`config.mk`:
```
export PLATFORM = sky130hd
export DESIGN_NAME = fbh_host
export DESIGN_NICKNAME = d
export VERILOG_FILES = /design/src/include/fbh_pkg.sv /design/src/hdl/fbh_cycle.sv /design/src/hdl/fbh_host.sv
export VERILOG_INCLUDE_DIRS = /design/src /design/src/include
export SDC_FILE = /design/constraint.sdc
export NUM_CORES = 1
export LEC_CHECK = 0
export CORE_MARGIN = 5
export CORE_UTILIZATION = 45
export CTS_BUF_LIST = sky130_fd_sc_hd__clkbuf_8
export CTS_CLUSTER_SIZE = 24
export DETAILED_ROUTE_END_ITERATION = 10
export DONT_BUFFER_PORTS = 1
export PLACE_DENSITY_LB_ADDON = 0.2
export SLEW_MARGIN = 0
export SYNTH_ARGS = -nofsm -noshare
export SYNTH_HDL_FRONTEND = slang
export SYNTH_HIERARCHICAL = 1
export SYNTH_SLANG_ARGS = --single-unit
```
`constraint.sdc`:
```
create_clock -name i_ref_clk -period 2.42 [get_ports i_ref_clk]
set_input_delay 0.242 -clock i_ref_clk [delete_from_list [all_inputs] [get_ports i_ref_clk]]
set_output_delay 0.242 -clock i_ref_clk [all_outputs]
set_load 0.005 [all_outputs]
```
`src/include/fbh_cfg.svh`:
```
/*
 Constants for the parallel flash host controller: register offsets, field
 positions, reset values, command words and pin timing counts.
 Assumes a 200 MHz controller clock and a flash that is asynchronous.
*/
`ifndef FBH_CFG_SVH
`define FBH_CFG_SVH

`define FBH_CLK_NS 5
`define FBH_CYC(ns) (((ns) + `FBH_CLK_NS - 1) / `FBH_CLK_NS)
// Access time of the slowest speed grade, write pulse width, gap between cycles.
`define FBH_T_ACC_NS 90
`define FBH_T_WP_NS 35
`define FBH_T_GAP_NS 20
`define FBH_ACC_CYC `FBH_CYC(`FBH_T_ACC_NS)
`define FBH_WP_CYC `FBH_CYC(`FBH_T_WP_NS)
`define FBH_GAP_CYC `FBH_CYC(`FBH_T_GAP_NS)

`define FBH_REG_CTRL 8'h00
`define FBH_REG_CFG 8'h04
`define FBH_REG_ADDR 8'h08
`define FBH_REG_WDATA 8'h0C
`define FBH_REG_RDATA 8'h10
`define FBH_REG_STATUS 8'h14

`define FBH_CTRL_GO_BIT 0
`define FBH_CTRL_OP_LSB 1
`define FBH_CFG_WORD_BIT 0
`define FBH_CFG_WP_BIT 1
`define FBH_CFG_RST_BIT 2
`define FBH_CFG_RESET 3'h7
`define FBH_STAT_BUSY_BIT 0
`define FBH_STAT_ERR_BIT 1
`define FBH_STAT_BANK_LSB 2

// Unlock and program command words, word-mode addresses.
`define FBH_UNLOCK_A1 22'h000555
`define FBH_UNLOCK_D1 8'hAA
`define FBH_UNLOCK_A2 22'h0002AA
`define FBH_UNLOCK_D2 8'h55
`define FBH_PROG_CMD 8'hA0
`define FBH_BANK_LSB 20

`endif

```
`src/include/fbh_pkg.sv`:
```
/*
 Types shared by the parallel flash host controller modules.
 Assumes nothing beyond a SystemVerilog compiler.
*/
package fbh_pkg;
	typedef enum logic [1:0] {
		fbh_op_read,
		fbh_op_write,
		fbh_op_prog,
		fbh_op_bprog
	} fbh_op_t;
endpackage

```
`src/hdl/fbh_cycle.sv`:
```
/*
 One pin-level bus cycle to the flash: a read or a single write.
 Assumes the caller holds its inputs stable from i_start until o_done.
*/
`timescale 1ns/1ps
`include "fbh_cfg.svh"
module fbh_cycle import fbh_pkg::*; (
	input wire logic i_ref_clk,
	input wire logic i_resetn,
	input wire logic i_start,
	input wire logic i_write,
	input wire logic i_word_mode,
	input wire logic [22:0] i_addr,
	input wire logic [15:0] i_data,
	input wire logic [15:0] i_dq,
	output logic o_ce_n,
	output logic o_oe_n,
	output logic o_we_n,
	output logic [21:0] o_addr,
	output logic [15:0] o_dq,
	output logic [15:0] o_dq_oe,
	output logic [15:0] o_rdata,
	output logic o_done
);
	typedef enum logic [1:0] {st_idle, st_setup, st_strobe, st_hold} fbh_cyc_state_t;

	fbh_cyc_state_t state_r;
	logic write_r;
	logic [5:0] cnt_r;
	wire logic [15:0] oe_mask;
	wire logic [21:0] pin_addr;
	wire logic [15:0] pin_data;

	// In byte mode the top data line carries the byte-address bit and lines 14 to 8 stay undriven.
	assign oe_mask = i_word_mode ? (i_write ? 16'hFFFF : 16'h0000)
		: (i_write ? 16'h80FF : 16'h8000);
	assign pin_addr = i_word_mode ? i_addr[21:0] : i_addr[22:1];
	assign pin_data = i_word_mode ? i_data : {i_addr[0], 7'h00, i_data[7:0]};

	always_ff @(posedge i_ref_clk) begin
		if (!i_resetn) begin
			state_r <= st_idle;
			write_r <= 1'b0;
			cnt_r <= 6'h00;
			o_ce_n <= 1'b1;
			o_oe_n <= 1'b1;
			o_we_n <= 1'b1;
			o_addr <= 22'h000000;
			o_dq <= 16'h0000;
			o_dq_oe <= 16'h0000;
			o_rdata <= 16'h0000;
			o_done <= 1'b0;
		end else begin
			o_done <= 1'b0;
			case (state_r)
				st_idle: begin
					if (i_start) begin
						write_r <= i_write;
						o_ce_n <= 1'b0;
						o_addr <= pin_addr;
						o_dq <= pin_data;
						o_dq_oe <= oe_mask;
						state_r <= st_setup;
					end
				end
				st_setup: begin
					// Only one of the two strobes ever falls, so the data bus is never fought over.
					if (write_r) begin
						o_we_n <= 1'b0;
						cnt_r <= 6'(`FBH_WP_CYC - 1);
					end else begin
						o_oe_n <= 1'b0;
						cnt_r <= 6'(`FBH_ACC_CYC - 1);
					end
					state_r <= st_strobe;
				end
				st_strobe: begin
					if (cnt_r == 6'h00) begin
						o_we_n <= 1'b1;
						o_oe_n <= 1'b1;
						if (!write_r) begin
							o_rdata <= i_word_mode ? i_dq : {8'h00, i_dq[7:0]};
						end
						cnt_r <= 6'(`FBH_GAP_CYC - 1);
						state_r <= st_hold;
					end else begin
						cnt_r <= cnt_r - 6'h01;
					end
				end
				st_hold: begin
					// Data stays driven past the rising write strobe to meet hold time.
					if (cnt_r == 6'h00) begin
						o_ce_n <= 1'b1;
						o_dq_oe <= 16'h0000;
						o_done <= 1'b1;
						state_r <= st_idle;
					end else begin
						cnt_r <= cnt_r - 6'h01;
					end
				end
				default: begin
					state_r <= st_idle;
				end
			endcase
		end
	end

	chk_write_levels: assert property (@(posedge i_ref_clk) disable iff (!i_resetn)
		!o_we_n |-> (!o_ce_n && o_oe_n && o_dq_oe[7:0] == 8'hFF))
		else $error("write strobe low without chip select or with output gate low");
	chk_write_width: assert property (@(posedge i_ref_clk) disable iff (!i_resetn)
		$fell(o_we_n) |-> (!o_we_n)[*7] ##1 o_we_n)
		else $error("write strobe pulse is not seven cycles long");
endmodule

```
`src/hdl/fbh_host.sv`:
```
/*
 Host controller for an asynchronous parallel NOR flash: software registers,
 single reads and writes, standard and bypass program sequences.
 Assumes the flash pins are wired directly and the data bus is resolved outside.
*/
// Chosen here: the placing of the registers and the plain strobed port.
// Behaviour
// - A read drives chip select and output gate low, write strobe high, hardware reset released.
// - A command write drives write strobe and chip select low with output gate high.
// - Program data is a byte or a word according to the width pin, and the host matches it.
// - In bypass mode a program takes two write cycles instead of four.
`timescale 1ns/1ps
`include "fbh_cfg.svh"
module fbh_host import fbh_pkg::*; (
	input wire logic i_ref_clk,
	input wire logic i_resetn,
	input wire logic [7:0] i_addr,
	input wire logic [31:0] i_wr_data,
	input wire logic i_wr,
	input wire logic i_rd,
	output logic [31:0] o_rd_data,
	input wire logic [15:0] i_dq,
	output logic [15:0] o_dq,
	output logic [15:0] o_dq_oe,
	output logic [21:0] o_flash_addr,
	output logic o_ce_n,
	output logic o_oe_n,
	output logic o_we_n,
	output logic o_reset_n,
	output logic o_byte_n,
	output logic o_protect_accel_pin
);
	logic [2:0] cfg_r;
	logic [22:0] addr_r;
	logic [15:0] wdata_r;
	logic [15:0] rdata_r;
	fbh_op_t op_r;
	logic busy_r;
	logic err_r;
	logic [1:0] step_r;
	logic start_r;
	logic [2:0] we_cnt_r;
	logic we_q_r;
	wire logic word_mode;
	wire logic cyc_done;
	wire logic [15:0] cyc_rdata;
	wire logic [38:0] step_word;
	wire logic last_step;
	wire logic wr_ctrl;
	wire logic wr_cfg;
	wire logic go_req;
	wire logic go_ok;
	wire logic err_clr;
	wire logic err_set;
	wire logic [1:0] bank;
	logic [31:0] rd_mux;

	// Number of the final pin cycle of each operation.
	function automatic logic [1:0] fbh_last(input fbh_op_t op);
		case (op)
			fbh_op_prog: fbh_last = 2'h3;
			fbh_op_bprog: fbh_last = 2'h1;
			default: fbh_last = 2'h0;
		endcase
	endfunction

	// Turns a word-mode command address into the pin address for the current width.
	function automatic logic [22:0] fbh_cmd_addr(input logic [21:0] a, input logic wm);
		fbh_cmd_addr = wm ? {1'b0, a} : {a, 1'b0};
	endfunction

	// Address and data of one step of an operation, packed as {address, data}.
	function automatic logic [38:0] fbh_step(input fbh_op_t op, input logic [1:0] step,
		input logic [22:0] a, input logic [15:0] d, input logic wm);
		fbh_step = {a, d};
		if (op == fbh_op_prog) begin
			case (step)
				2'h0: fbh_step = {fbh_cmd_addr(`FBH_UNLOCK_A1, wm), 8'h00, `FBH_UNLOCK_D1};
				2'h1: fbh_step = {fbh_cmd_addr(`FBH_UNLOCK_A2, wm), 8'h00, `FBH_UNLOCK_D2};
				2'h2: fbh_step = {fbh_cmd_addr(`FBH_UNLOCK_A1, wm), 8'h00, `FBH_PROG_CMD};
				default: fbh_step = {a, d};
			endcase
		end else if (op == fbh_op_bprog && step == 2'h0) begin
			// Bypass skips both unlock cycles; the command word goes to the target address.
			fbh_step = {a, 8'h00, `FBH_PROG_CMD};
		end
	endfunction

	assign word_mode = cfg_r[`FBH_CFG_WORD_BIT];
	assign step_word = fbh_step(op_r, step_r, addr_r, wdata_r, word_mode);
	assign last_step = (step_r == fbh_last(op_r));
	assign wr_ctrl = i_wr && (i_addr == `FBH_REG_CTRL);
	assign wr_cfg = i_wr && (i_addr == `FBH_REG_CFG) && !busy_r;
	assign go_req = wr_ctrl && i_wr_data[`FBH_CTRL_GO_BIT];
	// A cycle while the flash is held in reset would be ignored, so it is refused here.
	assign go_ok = go_req && !busy_r && cfg_r[`FBH_CFG_RST_BIT];
	assign err_set = (go_req && !go_ok) || (i_wr && (i_addr == `FBH_REG_CFG) && busy_r);
	assign err_clr = i_wr && (i_addr == `FBH_REG_STATUS) && i_wr_data[`FBH_STAT_ERR_BIT];
	assign bank = word_mode ? addr_r[`FBH_BANK_LSB+1:`FBH_BANK_LSB]
		: addr_r[`FBH_BANK_LSB+2:`FBH_BANK_LSB+1];

	always_comb begin
		rd_mux = 32'h00000000;
		case (i_addr)
			`FBH_REG_CTRL: rd_mux = {29'h00000000, op_r, 1'b0};
			`FBH_REG_CFG: rd_mux = {29'h00000000, cfg_r};
			`FBH_REG_ADDR: rd_mux = {9'h000, addr_r};
			`FBH_REG_WDATA: rd_mux = {16'h0000, wdata_r};
			`FBH_REG_RDATA: rd_mux = {16'h0000, rdata_r};
			`FBH_REG_STATUS: rd_mux = {28'h0000000, bank, err_r, busy_r};
			default: rd_mux = 32'h00000000;
		endcase
	end

	always_ff @(posedge i_ref_clk) begin
		if (!i_resetn) begin
			o_rd_data <= 32'h00000000;
		end else begin
			o_rd_data <= i_rd ? rd_mux : 32'h00000000;
		end
	end

	// Width, protect and reset pins only change between operations so data width stays matched.
	always_ff @(posedge i_ref_clk) begin
		if (!i_resetn) begin
			cfg_r <= `FBH_CFG_RESET;
			addr_r <= 23'h000000;
			wdata_r <= 16'h0000;
		end else begin
			if (wr_cfg) begin
				cfg_r <= i_wr_data[2:0];
			end
			if (i_wr && (i_addr == `FBH_REG_ADDR) && !busy_r) begin
				addr_r <= i_wr_data[22:0];
			end
			if (i_wr && (i_addr == `FBH_REG_WDATA) && !busy_r) begin
				wdata_r <= i_wr_data[15:0];
			end
		end
	end

	always_ff @(posedge i_ref_clk) begin
		if (!i_resetn) begin
			err_r <= 1'b0;
		end else if (err_set) begin
			err_r <= 1'b1;
		end else if (err_clr) begin
			err_r <= 1'b0;
		end
	end

	// Reads need no command first: the flash comes out of reset reading its array.
	always_ff @(posedge i_ref_clk) begin
		if (!i_resetn) begin
			op_r <= fbh_op_read;
			busy_r <= 1'b0;
			step_r <= 2'h0;
			start_r <= 1'b0;
			rdata_r <= 16'h0000;
		end else begin
			start_r <= 1'b0;
			if (go_ok) begin
				op_r <= fbh_op_t'(i_wr_data[`FBH_CTRL_OP_LSB+1:`FBH_CTRL_OP_LSB]);
				busy_r <= 1'b1;
				step_r <= 2'h0;
				start_r <= 1'b1;
			end else if (busy_r && cyc_done) begin
				if (last_step) begin
					busy_r <= 1'b0;
					if (op_r == fbh_op_read) begin
						rdata_r <= cyc_rdata;
					end
				end else begin
					step_r <= step_r + 2'h1;
					start_r <= 1'b1;
				end
			end
		end
	end

	always_ff @(posedge i_ref_clk) begin
		if (!i_resetn) begin
			o_reset_n <= 1'b0;
			o_byte_n <= 1'b1;
			o_protect_accel_pin <= 1'b0;
		end else begin
			o_reset_n <= cfg_r[`FBH_CFG_RST_BIT];
			o_byte_n <= cfg_r[`FBH_CFG_WORD_BIT];
			o_protect_accel_pin <= cfg_r[`FBH_CFG_WP_BIT];
		end
	end

	fbh_cycle u_cycle (
		.i_ref_clk(i_ref_clk),
		.i_resetn(i_resetn),
		.i_start(start_r),
		.i_write(op_r != fbh_op_read),
		.i_word_mode(word_mode),
		.i_addr(step_word[38:16]),
		.i_data(step_word[15:0]),
		.i_dq(i_dq),
		.o_ce_n(o_ce_n),
		.o_oe_n(o_oe_n),
		.o_we_n(o_we_n),
		.o_addr(o_flash_addr),
		.o_dq(o_dq),
		.o_dq_oe(o_dq_oe),
		.o_rdata(cyc_rdata),
		.o_done(cyc_done)
	);

	// Counts write strobes of the running operation for the checks below.
	always_ff @(posedge i_ref_clk) begin
		if (!i_resetn) begin
			we_cnt_r <= 3'h0;
			we_q_r <= 1'b1;
		end else begin
			we_q_r <= o_we_n;
			if (go_ok) begin
				we_cnt_r <= 3'h0;
			end else if (we_q_r && !o_we_n) begin
				we_cnt_r <= we_cnt_r + 3'h1;
			end
		end
	end

	chk_read_levels: assert property (@(posedge i_ref_clk) disable iff (!i_resetn)
		!o_oe_n |-> (!o_ce_n && o_we_n && o_reset_n && o_dq_oe[7:0] == 8'h00))
		else $error("read cycle with wrong control levels or driven data");
	chk_read_hold: assert property (@(posedge i_ref_clk) disable iff (!i_resetn)
		$fell(o_oe_n) |-> (!o_oe_n && !o_ce_n)[*8])
		else $error("output gate released too early in a read");
	chk_byte_lines: assert property (@(posedge i_ref_clk) disable iff (!i_resetn)
		(!o_byte_n && !o_ce_n) |-> (o_dq_oe[14:8] == 7'h00 && o_dq_oe[15]))
		else $error("byte mode drives upper data lines or drops the byte-address bit");
	chk_word_width: assert property (@(posedge i_ref_clk) disable iff (!i_resetn)
		(o_byte_n && !o_we_n) |-> o_dq_oe == 16'hFFFF)
		else $error("word-mode write not driving all sixteen lines");
	chk_bypass_count: assert property (@(posedge i_ref_clk) disable iff (!i_resetn)
		($fell(busy_r) && op_r == fbh_op_bprog) |-> we_cnt_r == 3'h2)
		else $error("bypass program did not take two write cycles");
	chk_prog_count: assert property (@(posedge i_ref_clk) disable iff (!i_resetn)
		($fell(busy_r) && op_r == fbh_op_prog) |-> we_cnt_r == 3'h4)
		else $error("standard program did not take four write cycles");
endmodule

```
==> metrics <==
RSZ-0062 raised after global routing=false; routability cong.=0.845; Reg clk slew, reported paths=0.08 ns; vias in the first global route=5889; met2 wire len=9340 um; Die W=137 um; maximum VDD drop=348 uV; share of cells above drive strength 1=10.1%; Final Hold Slack=0.0476 ns; final WL=19400 um; Overflow after GRT=0; number of library cell types mapped by synthesis=65; core area=15900 um2; FF-to-FF path depth=6; RR Startpoint=step_r[0]; via count=6073; DR iter-0 viols=458; later-pin clock latency in the skew report=0.46 ns; Ant. Diodes=0; die height=137 um; initial antenna violation count=0; post-synthesis register bit count=161; detailed placement HPWL=14000 um; Worst slew margin=49.0%; final setup fails=0; Via density=5.47; Syn Std Cell Area=7260 um2; Final Slew Violations=0; Clock Tree Buf Depth=2; hold depth=3; post-layout util=51.3%; CTS tree=done; commonest register cell after synthesis=dfxtp_1; Max Used Layer=met4; cts repair resizes=0; H-tree lvl count=4; Row Count=46; Final Cycle Share=89.5%; worst-case clock skew=0.00851 ns; worst endpoint required time=2.79 ns; # IOs=152; CP arrival=2.54 ns; Total Power=4960 uW; WL met3=1610 um; Crit. Startpoint=step_r[0]; number of enable flip-flop cells after synthesis=0; Yosys top cell by area=dfxtp_1; # clock sinks=161; Root Driver=clkbuf_8; pwr dens=609 nW/um2; DRT antenna net count=0; Avg Inst Size Synth=8.35 um2; HP Class=in -> reg; Worst Path Max Fanout=10; Tmin final=2.17 ns; max-cap violations=0; synth top area cells=dfxtp_1 (44%), nand2_1 (9.2%), a21oi_1 (7.7%), mux2i_1 (4.7%), nor2_1 (2.7%); Mapped Cells=870; outcome=finished clean; Global Route Usage Sum=21.1%; Port Buffers=0; CP Capture Type=flip-flop; reg-to-reg slack, setup=0.25 ns; Slew @ Worst Pin=0.759 ns; Yosys top cell area share=44.4%; DR WL/cell=17.5 um; Pre-Repair DR Iteration Count=5; final hold vios=0; Leak Pwr=0.00303 uW; CP peak stage delay=0.51 ns; slowest CP cell=or3b_2; register area share after synthesis=44.4%; DRC=0; postcts setup bufs=0; Min-Delay Endpoint=err_r; Die ar.=18800 um2; WL met1=8200 um; yosys synthesis warning count=6; cells along the critical path=ha_1 > or3b_2 > a21oi_1 > a21o_1 > mux2i_1 > a211oi_1; Final nets=951; Initial Util=45.7%; critical path class=reg -> reg; first-pass GRT wire length=31200 um; area delta synth->final=12.1%; worst reg2reg path endpoint=u_cycle/o_addr[2]; hold wc startpoint=i_wr; FFs w/ async S/R, synth=0%; Startpoint Class=flip-flop; Setup TNS=0 ns; largest net degree at the start of global routing=62; fmax=462 MHz; CTS Buf Count=17
-- layer usage --
metal	global-route usage, %	vias up
met1	27.1	2827
met3	6.62	25
met4	5.43	0
met5	0	-
li1	-	3004
met2	34.4	217
-- power breakdown --
group,internal (uW),switching (uW)
Sequential,2650,9.14
Clock,1080,1010
Combinational,88.7,121
Total,3820,1140
-- worst max-delay path by stage --
stage / to
after floorplan: u_cycle/o_addr[0]
after global placement: u_cycle/o_addr[2]
after detailed placement: u_cycle/o_addr[2]
after CTS: u_cycle/o_addr[2]
after global routing: u_cycle/o_addr[11]
final: u_cycle/o_addr[2]
-- registers in the layout (all words and copies together), names as in the netlist --
register,flops
cfg_r,3
u_cycle/o_ce_n,1
o_byte_n,1
o_reset_n,1
u_cycle/o_addr,22
addr_r,23
u_cycle/o_dq,16
u_cycle/write_r,1
o_rd_data,23
u_cycle/o_done,1
busy_r,1
err_r,1
start_r,1
u_cycle/state_r,2
u_cycle/o_oe_n,1
step_r,2
u_cycle/cnt_r,6
o_protect_accel_pin,1
wdata_r,16
rdata_r,16
op_r,2
u_cycle/o_we_n,1
u_cycle/o_rdata,16
u_cycle/o_dq_oe,3
-- stage by stage --
| step | std cells | setup WS [ns] | instance area [um2] |
|---|---|---|---|
| 2_1_floorplan | 878 | 0.509 | 7290 |
| 3_3_place_gp | 1036 | 0.366 | 7290 |
| 3_5_place_dp | 1036 | 0.287 | 7290 |
| 4_1_cts | 1111 | 0.261 | 8140 |
| 5_1_grt | 1111 | 0.0838 | 8140 |
| 6_report | 1111 | 0.253 | 8140 |
-- kinds of logic after synthesis --
kind of cell / after synthesis / share of synthesized area, %
XOR/XNOR: 3 / 0.362
adder cells (fa/ha/maj): 9 / 1.55
buffers and inverters: 96 / 7.38
multiplexers: 39 / 5.46
other: 1 / 0.0516
flip-flops: 161 / 44.4
AO/OA/AOI/OAI: 215 / 18.2
AND/OR/NAND/NOR: 346 / 22.6
-- critical path: cells and delay by family, from the launching register on --
| family | cells | cell delay [ns] |
|---|---|---|
| flops | 1 | 0.41 |
| simple gates | 1 | 0.51 |
| mux | 1 | 0.08 |
| fa+ha+maj | 1 | 0.25 |
| compound gates | 3 | 0.83 |
-- cell usage after synthesis (8+ instances only) --
cell	n
nand2_1	177
dfxtp_1	161
a21oi_1	111
nor2_1	52
nand3_1	38
clkbuf_1	36
mux2i_1	34
a211oi_1	24
buf_4	24
o21ai_0	22
and2_1	21
a21o_1	12
and3_1	12
buf_2	12
inv_1	11
ha_1	9
nor3_1	8
-- placed cells by master, fill, tap and decap left out, types with 4 or more instances in the layout --
| cell type | instances |
|---|---|
| a211oi_1 | 24 |
| a21o_1 | 12 |
| a21oi_1 | 111 |
| a21oi_2 | 7 |
| a222oi_1 | 7 |
| a22oi_1 | 7 |
| and2_1 | 20 |
| and3_1 | 12 |
| buf_4 | 23 |
| clkbuf_8 | 19 |
| conb_1 | 9 |
| dfxtp_1 | 160 |
| dlygate4sd3_1 | 43 |
| ha_1 | 9 |
| inv_1 | 13 |
| mux2_2 | 5 |
| mux2i_1 | 34 |
| nand2_1 | 177 |
| nand2b_1 | 7 |
| nand3_1 | 38 |
| nor2_1 | 52 |
| nor2b_1 | 4 |
| nor3_1 | 8 |
| o21a_1 | 5 |
| o21ai_0 | 22 |
-- timing repair --
action	in CTS	in global routing
hold buffers	43	0
endpoints found under the hold margin	74	0
setup endpoints to repair	0	0
-- cell type report --
class                      instances  area, um2
tap                              216        270
fill                            1559       7740
sequential                       161       3220
clock inverter                    13        160
timing repair buffer              68        643
multi-input combinational        621       3530
clock buffer                      19        262
inverter                          13       48.8
No activity file was read; power rests on OpenSTA's default activity.
